[src/design/cbt_pkg.sv]
// Constants, carriers and state encodings of the CAN bit timing block
package cbt_pkg;

  // ----------------------------------------------------------------
  // Register byte offsets
  // ----------------------------------------------------------------
  localparam logic [7:0] OFS_CTRL = 8'h00;
  localparam logic [7:0] OFS_STAT = 8'h04;
  localparam logic [7:0] OFS_PRESC = 8'h08;
  localparam logic [7:0] OFS_SEG = 8'h0C;
  localparam logic [7:0] OFS_TXID0 = 8'h10;
  localparam logic [7:0] OFS_TXID1 = 8'h14;
  localparam logic [7:0] OFS_TXID2 = 8'h18;
  localparam logic [7:0] OFS_TXID3 = 8'h1C;
  localparam logic [7:0] OFS_RXID0 = 8'h20;
  localparam logic [7:0] OFS_RXID1 = 8'h24;
  localparam logic [7:0] OFS_RXID2 = 8'h28;
  localparam logic [7:0] OFS_RXID3 = 8'h2C;

  // ----------------------------------------------------------------
  // Field positions
  // ----------------------------------------------------------------
  localparam int CTRL_INIT_REQ = 0;
  localparam int CTRL_START = 1;
  localparam int STAT_INIT_ACK = 0;
  localparam int STAT_BUSY = 1;
  localparam int STAT_ARB_LOST = 2;
  localparam int STAT_RX_DONE = 3;
  localparam int SEG_TRIPLE_SAMPLE_SELECT = 7;
  localparam int ID1_SRR = 4;
  localparam int ID1_IDE = 3;

  // ----------------------------------------------------------------
  // Reset values and frame lengths
  // ----------------------------------------------------------------
  localparam logic [7:0] SEG_RST = 8'h00;
  localparam logic [5:0] PRESC_RST = 6'h00;
  localparam logic [5:0] FRAME_EXT_LEN = 6'h20;
  localparam logic [5:0] FRAME_STD_LEN = 6'h0D;

  // ----------------------------------------------------------------
  // Carriers and state
  // ----------------------------------------------------------------
  typedef struct packed {
    logic [7:0] paddr;
    logic psel;
    logic penable;
    logic pwrite;
    logic [31:0] pwdata;
  } cbt_apb_req_s;

  typedef struct packed {
    logic [31:0] prdata;
    logic pready;
    logic pslverr;
  } cbt_apb_rsp_s;

  typedef enum logic [1:0] {
    ST_IDLE = 2'b01,
    ST_FRAME = 2'b10
  } cbt_mode_e;

  typedef struct packed {
    cbt_apb_rsp_s rsp;
    logic rx_m;
    logic rx_s;
    logic init_mode_request;
    logic init_mode_acknowledge;
    logic arb_lost;
    logic rx_done;
    logic [5:0] quantum_prescaler;
    logic [7:0] bus_timing_segments;
    logic [7:0] tx_id_high;
    logic [7:0] tx_id_mid_flags;
    logic [7:0] tx_id_low_mid;
    logic [6:0] tx_id_low;
    logic [7:0] rx_id_high;
    logic [7:0] rx_id_mid_flags;
    logic [7:0] rx_id_low_mid;
    logic [6:0] rx_id_low;
    cbt_mode_e mode;
    logic [5:0] pcnt;
    logic [4:0] quanta;
    logic [5:0] bidx;
    logic [5:0] flen;
    logic [31:0] frame;
    logic [31:0] rxsh;
    logic [1:0] hist;
    logic sending;
    logic tx;
    logic rx_bit;
    logic rx_bit_stb;
  } cbt_state_s;

endpackage : cbt_pkg

[src/design/cbt_core.sv]
// CAN bit timing, extended identifier buffers and arbitration engine
//
// Implementation choices: register access over APB and the register addresses.
`timescale 1ns/10ps
module cbt_core (
  input wire logic clock,
  input wire logic rstn,
  input wire logic ce,
  input wire cbt_pkg::cbt_apb_req_s apb_req,
  output cbt_pkg::cbt_apb_rsp_s apb_rsp,
  input wire logic can_rx,
  output logic can_tx,
  output logic rx_bit,
  output logic rx_bit_stb
);

  // ----------------------------------------------------------------
  // State
  // ----------------------------------------------------------------
  cbt_pkg::cbt_state_s s_q;
  cbt_pkg::cbt_state_s s_d;

  assign apb_rsp = s_q.rsp;
  assign can_tx = s_q.tx;
  assign rx_bit = s_q.rx_bit;
  assign rx_bit_stb = s_q.rx_bit_stb;

  // ----------------------------------------------------------------
  // Helpers
  // ----------------------------------------------------------------
  // Two of three wins, so one disturbed quantum cannot flip a bit
  function automatic logic vote3(
    input logic a,
    input logic b,
    input logic c
  );
    return (a & b) | (a & c) | (b & c);
  endfunction : vote3

  // Quantum index that closes with the nominal sample point
  function automatic logic [4:0] sample_index(input logic [3:0] seg1);
    return 5'(seg1) + 5'h01;
  endfunction : sample_index

  // Quantum index that closes the bit: sync, segment one, segment two
  function automatic logic [4:0] last_index(
    input logic [3:0] seg1,
    input logic [2:0] seg2
  );
    return 5'(seg1) + 5'(seg2) + 5'h02;
  endfunction : last_index

  // Sent bits, start bit at the top; a standard frame stops after its flag
  function automatic logic [31:0] tx_frame(
    input logic [7:0] hi,
    input logic [7:0] mid,
    input logic [7:0] lm,
    input logic [6:0] lo
  );
    logic [31:0] f;
    if (mid[cbt_pkg::ID1_IDE]) begin
      // Substitute remote bit goes out exactly as software wrote it
      f = {1'h0, hi, mid, lm, lo};
    end else begin
      f = {1'h0, hi, mid[7:5], 1'h0, 19'h0};
    end
    return f;
  endfunction : tx_frame

  // Received bits in register order; short frames are left aligned
  function automatic logic [31:0] rx_frame(
    input logic [31:0] sh,
    input logic ext
  );
    logic [31:0] f;
    if (ext) begin
      f = sh;
    end else begin
      f = {sh[12:0], 19'h0};
    end
    return f;
  endfunction : rx_frame

  // Write one to clear; a hardware set later in the cycle overrides it
  function automatic logic w1c(input logic flag, input logic clr);
    return flag && !clr;
  endfunction : w1c

  // ----------------------------------------------------------------
  // Next state
  // ----------------------------------------------------------------
  always_comb begin
    logic [31:0] rdata;
    logic hit;
    logic wr;
    logic cfg_ok;
    logic tick;
    logic [3:0] t1;
    logic [2:0] t2;
    logic [4:0] spt;
    logic [4:0] last;
    logic smp;
    logic [5:0] nb;
    logic [31:0] rf;
    logic [31:0] ws;
    rdata = 32'h0;
    hit = 1'b1;
    wr = 1'b0;
    cfg_ok = 1'b0;
    tick = 1'b0;
    t1 = 4'h0;
    t2 = 3'h0;
    spt = 5'h0;
    last = 5'h0;
    smp = 1'b1;
    nb = 6'h0;
    rf = 32'h0;
    ws = apb_req.pwdata;
    s_d = s_q;
    s_d.rx_bit_stb = 1'b0;
    // ----------------------------------------------------------------
    // Pin synchroniser
    // ----------------------------------------------------------------
    // Pin passes two flops before anything looks at it
    s_d.rx_m = can_rx;
    s_d.rx_s = s_q.rx_m;

    // ----------------------------------------------------------------
    // Read decode
    // ----------------------------------------------------------------
    unique case (apb_req.paddr)
      cbt_pkg::OFS_CTRL: begin
        rdata[cbt_pkg::CTRL_INIT_REQ] = s_q.init_mode_request;
      end
      cbt_pkg::OFS_STAT: begin
        rdata[cbt_pkg::STAT_INIT_ACK] = s_q.init_mode_acknowledge;
        rdata[cbt_pkg::STAT_BUSY] = (s_q.mode == cbt_pkg::ST_FRAME);
        rdata[cbt_pkg::STAT_ARB_LOST] = s_q.arb_lost;
        rdata[cbt_pkg::STAT_RX_DONE] = s_q.rx_done;
      end
      cbt_pkg::OFS_PRESC: begin
        rdata[5:0] = s_q.quantum_prescaler;
      end
      cbt_pkg::OFS_SEG: begin
        rdata[7:0] = s_q.bus_timing_segments;
      end
      cbt_pkg::OFS_TXID0: begin
        rdata[7:0] = s_q.tx_id_high;
      end
      cbt_pkg::OFS_TXID1: begin
        rdata[7:0] = s_q.tx_id_mid_flags;
      end
      cbt_pkg::OFS_TXID2: begin
        rdata[7:0] = s_q.tx_id_low_mid;
      end
      cbt_pkg::OFS_TXID3: begin
        rdata[6:0] = s_q.tx_id_low;
      end
      cbt_pkg::OFS_RXID0: begin
        rdata[7:0] = s_q.rx_id_high;
      end
      cbt_pkg::OFS_RXID1: begin
        rdata[7:0] = s_q.rx_id_mid_flags;
      end
      cbt_pkg::OFS_RXID2: begin
        rdata[7:0] = s_q.rx_id_low_mid;
      end
      cbt_pkg::OFS_RXID3: begin
        rdata[6:0] = s_q.rx_id_low;
      end
      default: hit = 1'b0;
    endcase

    // ----------------------------------------------------------------
    // Bus answer
    // ----------------------------------------------------------------
    // One wait state, so every answer comes from a flop
    if (apb_req.psel && apb_req.penable && !s_q.rsp.pready) begin
      s_d.rsp.pready = 1'b1;
      s_d.rsp.prdata = rdata;
      s_d.rsp.pslverr = !hit;
    end else begin
      s_d.rsp.pready = 1'b0;
      s_d.rsp.pslverr = 1'b0;
    end

    // ----------------------------------------------------------------
    // Register writes
    // ----------------------------------------------------------------
    wr = apb_req.psel && apb_req.penable && s_q.rsp.pready
      && apb_req.pwrite;
    cfg_ok = s_q.init_mode_request && s_q.init_mode_acknowledge;
    if (wr) begin
      unique case (apb_req.paddr)
        cbt_pkg::OFS_CTRL: begin
          // Request may only drop once it has been acknowledged
          if (ws[cbt_pkg::CTRL_INIT_REQ] || s_q.init_mode_acknowledge) begin
            s_d.init_mode_request = ws[cbt_pkg::CTRL_INIT_REQ];
          end
          if (ws[cbt_pkg::CTRL_START] && !s_q.init_mode_request
              && !ws[cbt_pkg::CTRL_INIT_REQ]
              && s_q.mode == cbt_pkg::ST_IDLE) begin
            s_d.mode = cbt_pkg::ST_FRAME;
            s_d.pcnt = 6'h0;
            s_d.quanta = 5'h0;
            s_d.bidx = 6'h0;
            s_d.hist = 2'b11;
            s_d.sending = 1'b1;
            s_d.frame = tx_frame(s_q.tx_id_high, s_q.tx_id_mid_flags,
              s_q.tx_id_low_mid, s_q.tx_id_low);
            s_d.flen = s_q.tx_id_mid_flags[cbt_pkg::ID1_IDE]
              ? cbt_pkg::FRAME_EXT_LEN : cbt_pkg::FRAME_STD_LEN;
            s_d.tx = 1'b0;
          end
        end
        cbt_pkg::OFS_STAT: begin
          s_d.arb_lost = w1c(s_q.arb_lost, ws[cbt_pkg::STAT_ARB_LOST]);
          s_d.rx_done = w1c(s_q.rx_done, ws[cbt_pkg::STAT_RX_DONE]);
        end
        cbt_pkg::OFS_PRESC: begin
          if (cfg_ok) begin
            s_d.quantum_prescaler = ws[5:0];
          end
        end
        cbt_pkg::OFS_SEG: begin
          if (cfg_ok) begin
            s_d.bus_timing_segments = ws[7:0];
          end
        end
        cbt_pkg::OFS_TXID0: begin
          s_d.tx_id_high = ws[7:0];
        end
        cbt_pkg::OFS_TXID1: begin
          s_d.tx_id_mid_flags = ws[7:0];
        end
        cbt_pkg::OFS_TXID2: begin
          s_d.tx_id_low_mid = ws[7:0];
        end
        cbt_pkg::OFS_TXID3: begin
          s_d.tx_id_low = ws[6:0];
        end
        default: begin
        end
      endcase
    end

    // ----------------------------------------------------------------
    // Mode handshake
    // ----------------------------------------------------------------
    // Acknowledge trails the request by one cycle
    s_d.init_mode_acknowledge = s_q.init_mode_request;

    // ----------------------------------------------------------------
    // Bit timing engine
    // ----------------------------------------------------------------
    t1 = s_q.bus_timing_segments[3:0];
    t2 = s_q.bus_timing_segments[6:4];
    spt = sample_index(t1);
    last = last_index(t1, t2);
    tick = (s_q.pcnt == s_q.quantum_prescaler);
    nb = s_q.bidx + 6'h01;

    if (s_q.mode == cbt_pkg::ST_FRAME) begin
      s_d.pcnt = tick ? 6'h0 : s_q.pcnt + 6'h01;
      if (tick) begin
        // Keep the two previous quanta for the vote
        s_d.hist = {s_q.hist[0], s_q.rx_s};
        s_d.quanta = s_q.quanta + 5'h01;
        if (s_q.quanta == spt) begin
          if (s_q.bus_timing_segments[cbt_pkg::SEG_TRIPLE_SAMPLE_SELECT]) begin
            smp = vote3(s_q.hist[1], s_q.hist[0], s_q.rx_s);
          end else begin
            smp = s_q.rx_s;
          end
          s_d.rx_bit = smp;
          s_d.rx_bit_stb = 1'b1;
          s_d.rxsh = {s_q.rxsh[30:0], smp};
          // Recessive sent, dominant seen: a smaller identifier won
          if (s_q.sending && s_q.tx && !smp && s_q.bidx != 6'h0) begin
            s_d.sending = 1'b0;
            s_d.tx = 1'b1;
            s_d.arb_lost = 1'b1;
          end
        end
        if (s_q.quanta == last) begin
          s_d.quanta = 5'h0;
          s_d.bidx = nb;
          if (nb == s_q.flen) begin
            s_d.mode = cbt_pkg::ST_IDLE;
            s_d.tx = 1'b1;
            s_d.sending = 1'b0;
            rf = rx_frame(s_q.rxsh, s_q.flen == cbt_pkg::FRAME_EXT_LEN);
            s_d.rx_id_high = rf[30:23];
            s_d.rx_id_mid_flags = rf[22:15];
            s_d.rx_id_low_mid = rf[14:7];
            s_d.rx_id_low = rf[6:0];
            s_d.rx_done = 1'b1;
          end else if (s_d.sending) begin
            s_d.tx = s_q.frame[5'(5'h1F - nb[4:0])];
          end
        end
      end
    end

    // ----------------------------------------------------------------
    // Abort
    // ----------------------------------------------------------------
    // Init mode aborts a frame and releases the line at once
    if (s_q.init_mode_request) begin
      s_d.mode = cbt_pkg::ST_IDLE;
      s_d.tx = 1'b1;
      s_d.sending = 1'b0;
    end
  end

  // ----------------------------------------------------------------
  // Registers
  // ----------------------------------------------------------------
  always_ff @(posedge clock) begin
    if (!rstn) begin
      s_q <= '0;
      s_q.mode <= cbt_pkg::ST_IDLE;
      s_q.bus_timing_segments <= cbt_pkg::SEG_RST;
      s_q.quantum_prescaler <= cbt_pkg::PRESC_RST;
      s_q.tx <= 1'b1;
      s_q.rx_m <= 1'b1;
      s_q.rx_s <= 1'b1;
      s_q.hist <= 2'b11;
      s_q.rx_bit <= 1'b1;
    end else if (ce) begin
      s_q <= s_d;
    end
  end

endmodule : cbt_core

[config.mk]
export PLATFORM = sky130hd
export DESIGN_NAME = cbt_core
export DESIGN_NICKNAME = d
export VERILOG_FILES = /design/src/design/cbt_pkg.sv /design/src/design/cbt_core.sv
export SDC_FILE = /design/constraint.sdc
export NUM_CORES = 1
export LEC_CHECK = 0
export BUFFER_PORTS_ARGS = -buffer_cell sky130_fd_sc_hd__buf_4
export CELL_PAD_IN_SITES_DETAIL_PLACEMENT = 0
export CELL_PAD_IN_SITES_GLOBAL_PLACEMENT = 1
export CORE_MARGIN = 2
export CORE_UTILIZATION = 45
export DETAILED_ROUTE_END_ITERATION = 7
export PLACE_DENSITY_LB_ADDON = 0.1
export REMOVE_ABC_BUFFERS = 1
export SLEW_MARGIN = 20
export SYNTH_ARGS = -nofsm -noshare
export SYNTH_HDL_FRONTEND = slang
export SYNTH_SLANG_ARGS = --single-unit
export TNS_END_PERCENT = 5
[constraint.sdc]
create_clock -name clock -period 3.9 [get_ports clock]
set_clock_uncertainty 0.05 [all_clocks]
set_input_delay 0.195 -clock clock [delete_from_list [all_inputs] [get_ports clock]]
set_output_delay 0.195 -clock clock [all_outputs]
set_load 0.02 [all_outputs]
* Word-level counts from Yosys, hierarchy flattened
Index checks and enable logic that the tools add are counted.
Word-level totals: memories 0, ROM bits 0, memory bits (writable) 0, word-level logic and storage cells 160, latch bits 0, bits in registers 186, input bits 47
Operators by class: eq/ne operators 19, multipliers 0, divide/modulo/power cells 0, shift operators 0, magnitude comparators 1, reductions and logical operators 40, add/subtract/negate cells 7, multiplexer cells 57, bitwise gates (word level) 5
Operators by type and width (number):
- $mux 57 | 3
- $mux 47 | 1
- $mux 8 | 5
- $mux 6 | 6
- $pmux 3 s11 | 1
- $eq 8x5->1 const B | 4
- $eq 8x6->1 const B | 4
- $mux 31 | 1
- $reduce_and 4->1 | 7
- $mux 4 | 6
- $mux 11 | 2
- $mux 2 | 11
- $mux 20 | 1
- $pmux 2 s10 | 1
- $mux 19 | 1
- $eq 8x4->1 const B | 2
- $logic_and 1x1->1 | 13
- $mux 1 | 13
- $add 6x1->6 const B | 2
- $eq 6x6->1 | 2
- $pmux 1 s12 | 1
- $reduce_and 3->1 | 4
- $reduce_or 12->1 | 1
- $eq 5x5->1 | 2
- other kinds (24) | 35

* Logic depth before layout (Yosys ltp)
word-level depth 20, depth in mapped cells 13, mapped depth without buffers 11

* Least setup slack after synthesis
No wires, ideal clock.
path kind register to register, start reg s_q[158] in the netlist's numbering, end reg s_q[3] in the netlist's numbering, slack 0.934 ns, buffers on the path 0, arrival 2.800 ns, stages on the path, launching flop included 12, path through dfxtp_1 -> inv_1 -> ha_1 -> inv_1 -> ha_1 -> fa_1 -> xnor3_1 -> nand4_1 -> a2111oi_0 -> nor3b_1 -> o21ai_0 -> and3_1
On the way: longest elaborated chain between the ends 10, elaborated cells between the ends (all ways) 13
Ends and longest elaborated chain:
- start, declared | line cbt_core.sv:20 | cbt_pkg::cbt_state_s s_q;
- branches (longest 6 deep; another with $add 4x3->5)
- $mux 2 (*) | line cbt_core.sv:285 | if (s_q.quanta == last) begin
- $mux 6 (*) | line cbt_core.sv:265 | if (tick) begin
- $mux 6 (*) | line cbt_core.sv:263 | if (s_q.mode == cbt_pkg::ST_FRAME) begin
- $mux 2 (*) | line cbt_core.sv:309 | if (s_q.init_mode_request) begin
Every way passes the cells marked *. The select of a mux whose other input is x is not followed. A chain may end at the register's enable or synchronous reset.

* Worst setup path after layout
start reg s_q[158] in the netlist's numbering, end reg s_q[107] in the netlist's numbering
On the way: longest elaborated chain between the ends 4
Ends and longest elaborated chain:
- $add 4x3->5 | line cbt_core.sv:50 | return 5'(seg1) + 5'(seg2) + 5'h02;
- $add 5x2->5 | line cbt_core.sv:50
- $eq 5x5->1 | line cbt_core.sv:285
- $reduce_and 5->1 (no source line)
No other way between the ends.

==> flow_metrics.env <==
export IMPL_status="finished clean"
export IMPL_tightestPinTransition_ps=956
export IMPL_synth_ff_type="dfxtp_1"
export IMPL_overflow=0
export IMPL_relSlewSlack_pct=36.2
export IMPL_hp_class="in -> reg"
export IMPL_gr_usage_all_layers_pct=24.9
export IMPL_final_nets=1125
export IMPL_drive_above_1_share_pct=12.2
export IMPL_clock_sinks=180
export IMPL_num_io_pins=84
export IMPL_gp_congestion=0.883
export IMPL_synthArstFlopShare_pct=0
export IMPL_synth_area_per_cell_um2=8.32
export IMPL_finalSetupTns_ps=0
export IMPL_grt_pass1_vias=7062
export IMPL_period_share_pct=84.5
export IMPL_placed_cell_area_mm2=0.00919
export IMPL_yosys_warnings=0
export IMPL_cp_start_kind="register"
export IMPL_dp_hpwl_um=17200
export IMPL_fmax_ghz=0.303
export IMPL_dp_cells=1310
export IMPL_clock_latency_ps=430
export IMPL_initial_core_util_pct=45.8
export IMPL_final_common_cell="nand2_1"
export IMPL_critPathMaxStageDelay_ps=400
export IMPL_rsz0062_at_grt="false"
export IMPL_clkTransAtPathRegs_ps=70
export IMPL_die_w_um=145
export IMPL_drtAntennaViolNets=0
export IMPL_drcViolationCount=0
export IMPL_fillCellCount=1941
export IMPL_multi_input_area_mm2=0.00477
export IMPL_slowest_stage="dfxtp_1"
export IMPL_synth_cell_types=73
export IMPL_antenna_found_initial=0
export IMPL_die_area_mm2=0.0209
export IMPL_firstDrtPassIters=5
export IMPL_ys_seq_area_share_pct=40.5
export IMPL_synth_edff_count=0
export IMPL_p_leak_nw=3.48
export IMPL_setup_viol=0
export IMPL_arrival_ps=3580
export IMPL_diodes=0
export IMPL_cts_max_level=4
export IMPL_report_final_hold_viol_count=0
export IMPL_fp_row_count=51
export IMPL_slew_violations=0
export IMPL_synthToLayoutAreaGrowth_pct=10.4
export IMPL_grt_pass1_wl_um=39800
export IMPL_via_per_inst=5.55
export IMPL_coreArea_mm2=0.0195
export IMPL_ctsResizeCount=0
export IMPL_synthCells=1070
export IMPL_crit_chain="inv_1, ha_1, inv_1, ha_1, fa_1, xnor3_1, nand4_1, a21o_2, nor4_4, buf_12, and2b_2, o21a_1"
export IMPL_layoutNonFillerInstCount=1344
export IMPL_vias=7454
export IMPL_stdcell_area_mm2=0.00984
export IMPL_period_needed_ps=3300
export IMPL_met2_length_um=11600
export IMPL_holdWs_ps=23.7
export IMPL_numCtsBuffers=17
export IMPL_highest_layer="met4"
export IMPL_critPathMaxFanout=52
export IMPL_final_cell_mix="nand2_1, dfxtp_1, a21oi_1, nor2_1, mux2i_1"
export IMPL_cts_setup_buffers=0
export IMPL_grt_max_degree=85
export IMPL_cts_tree="built"
export IMPL_p_per_area_mw_per_mm2=392
export IMPL_crit_type="reg -> reg"
export IMPL_wl_met1_um=11900
export IMPL_cts_path_max_buffers=2
export IMPL_peakVddDrop_mv=0.257
export IMPL_clockRootBuffer="clkbuf_16"
export IMPL_synth_seq_cells=180
export IMPL_seqCellArea_mm2=0.00360
export IMPL_finish_utilization_pct=50.5
export IMPL_required_ps=4180
export IMPL_wire_per_inst_um=18.7
export IMPL_netlist_area_mm2=0.00891
export IMPL_die_h_um=145
export IMPL_io_buffer_count=35
export IMPL_cap_violations=0
export IMPL_wl_met3_um=1240
export IMPL_end_kind="register"
export IMPL_drtIter0Drc=503
export IMPL_routed_wl_um=25200
## kinds of logic after synthesis
kind of cell             after synthesis  share of synthesized area [%]
other                                  1                         0.0421
adder cells (fa/ha/maj)               12                           1.77
AND/OR/NAND/NOR                      442                           23.0
multiplexers                          74                           9.57
AO/OA/AOI/OAI                        224                           15.6
flip-flops                           180                           40.5
XOR/XNOR                              21                           2.22
buffers and inverters                116                           7.33
## flip-flops by register name (all words and copies together), names as in the netlist
| name | flops |
|---|---|
| s_q | 165 |
| rx_bit_stb | 1 |
| rx_bit | 1 |
| apb_rsp | 10 |
| can_tx | 1 |
| s_d | 2 |
## final timing paths
check / startpoint / end / slack (ps) / cells after the start
max reg2reg: s_q[158]$_SDFFE_PN0P_ / s_q[107]$_SDFFE_PN0P_ / 600 / 12
min: rstn / s_q[4]$_SDFFE_PN1P_ / 20 / 2
max: s_q[158]$_SDFFE_PN0P_ / s_q[107]$_SDFFE_PN0P_ / 600 / 12
min reg2reg: s_q[58]$_SDFFE_PN0P_ / s_q[58]$_SDFFE_PN0P_ / 400 / 2
## timing repair
| item | 4_1_cts | 5_1_grt |
|---|---|---|
| endpoints found under the setup margin | 0 | 0 |
| hold endpoints to repair | 5 | 0 |
| hold buffers | 2 | 0 |
## per-stage QoR
stage          power, mW  worst slack, ps
3_5_place_dp        2.04              611
3_3_place_gp        2.04              680
5_1_grt             3.98              450
6_report            3.85              603
2_1_floorplan       1.95             -256
4_1_cts             3.88              599
## Yosys cell counts, types with 10 or more instances
library cell	count	area, um2
nand2_1	217	815
dfxtp_1	180	3600
a21oi_1	116	581
nor2_1	75	282
mux2i_1	57	571
clkbuf_1	51	191
nand3_1	45	225
buf_4	34	255
o21ai_0	20	100
and2_1	18	113
and3_1	16	100
xnor2_1	15	131
inv_1	13	48.8
nor2b_1	13	81.3
ha_1	11	138
a211oi_1	10	75.1
a22oi_1	10	75.1
## critical path, delay by kind of cell (launching register included)
| kind | cells | cell delay (ps) |
|---|---|---|
| buf+inv | 3 | 400 |
| simple gates | 3 | 700 |
| xor+xnor | 1 | 300 |
| flops | 1 | 400 |
| compound gates | 2 | 430 |
| fa+ha+maj | 3 | 880 |
## final cells by class
class | instances | area share (%)
Clock buffer | 18 | 4.47
Clock inverter | 14 | 1.91
Inverter | 14 | 0.560
Multi-Input combinational cell | 797 | 48.5
Sequential cell | 180 | 36.6
Tap cell | 265 | 3.37
Timing Repair Buffer | 56 | 4.58
## metal layers
| metal | global-route usage [%] | up-vias |
|---|---|---|
| li1 | - | 3658 |
| met3 | 4.67 | 29 |
| met1 | 35.2 | 3584 |
| met4 | 7.15 | 0 |
| met2 | 39.1 | 183 |
| met5 | 0 | - |
## report_power, final
part	switching (mW)	total, mW	internal, mW
combinational	0.119	0.159	0.0396
clock	0.805	1.85	1.05
sequential	0.00268	1.84	1.84
total	0.926	3.85	2.93
No activity file was read; power rests on OpenSTA's default activity.
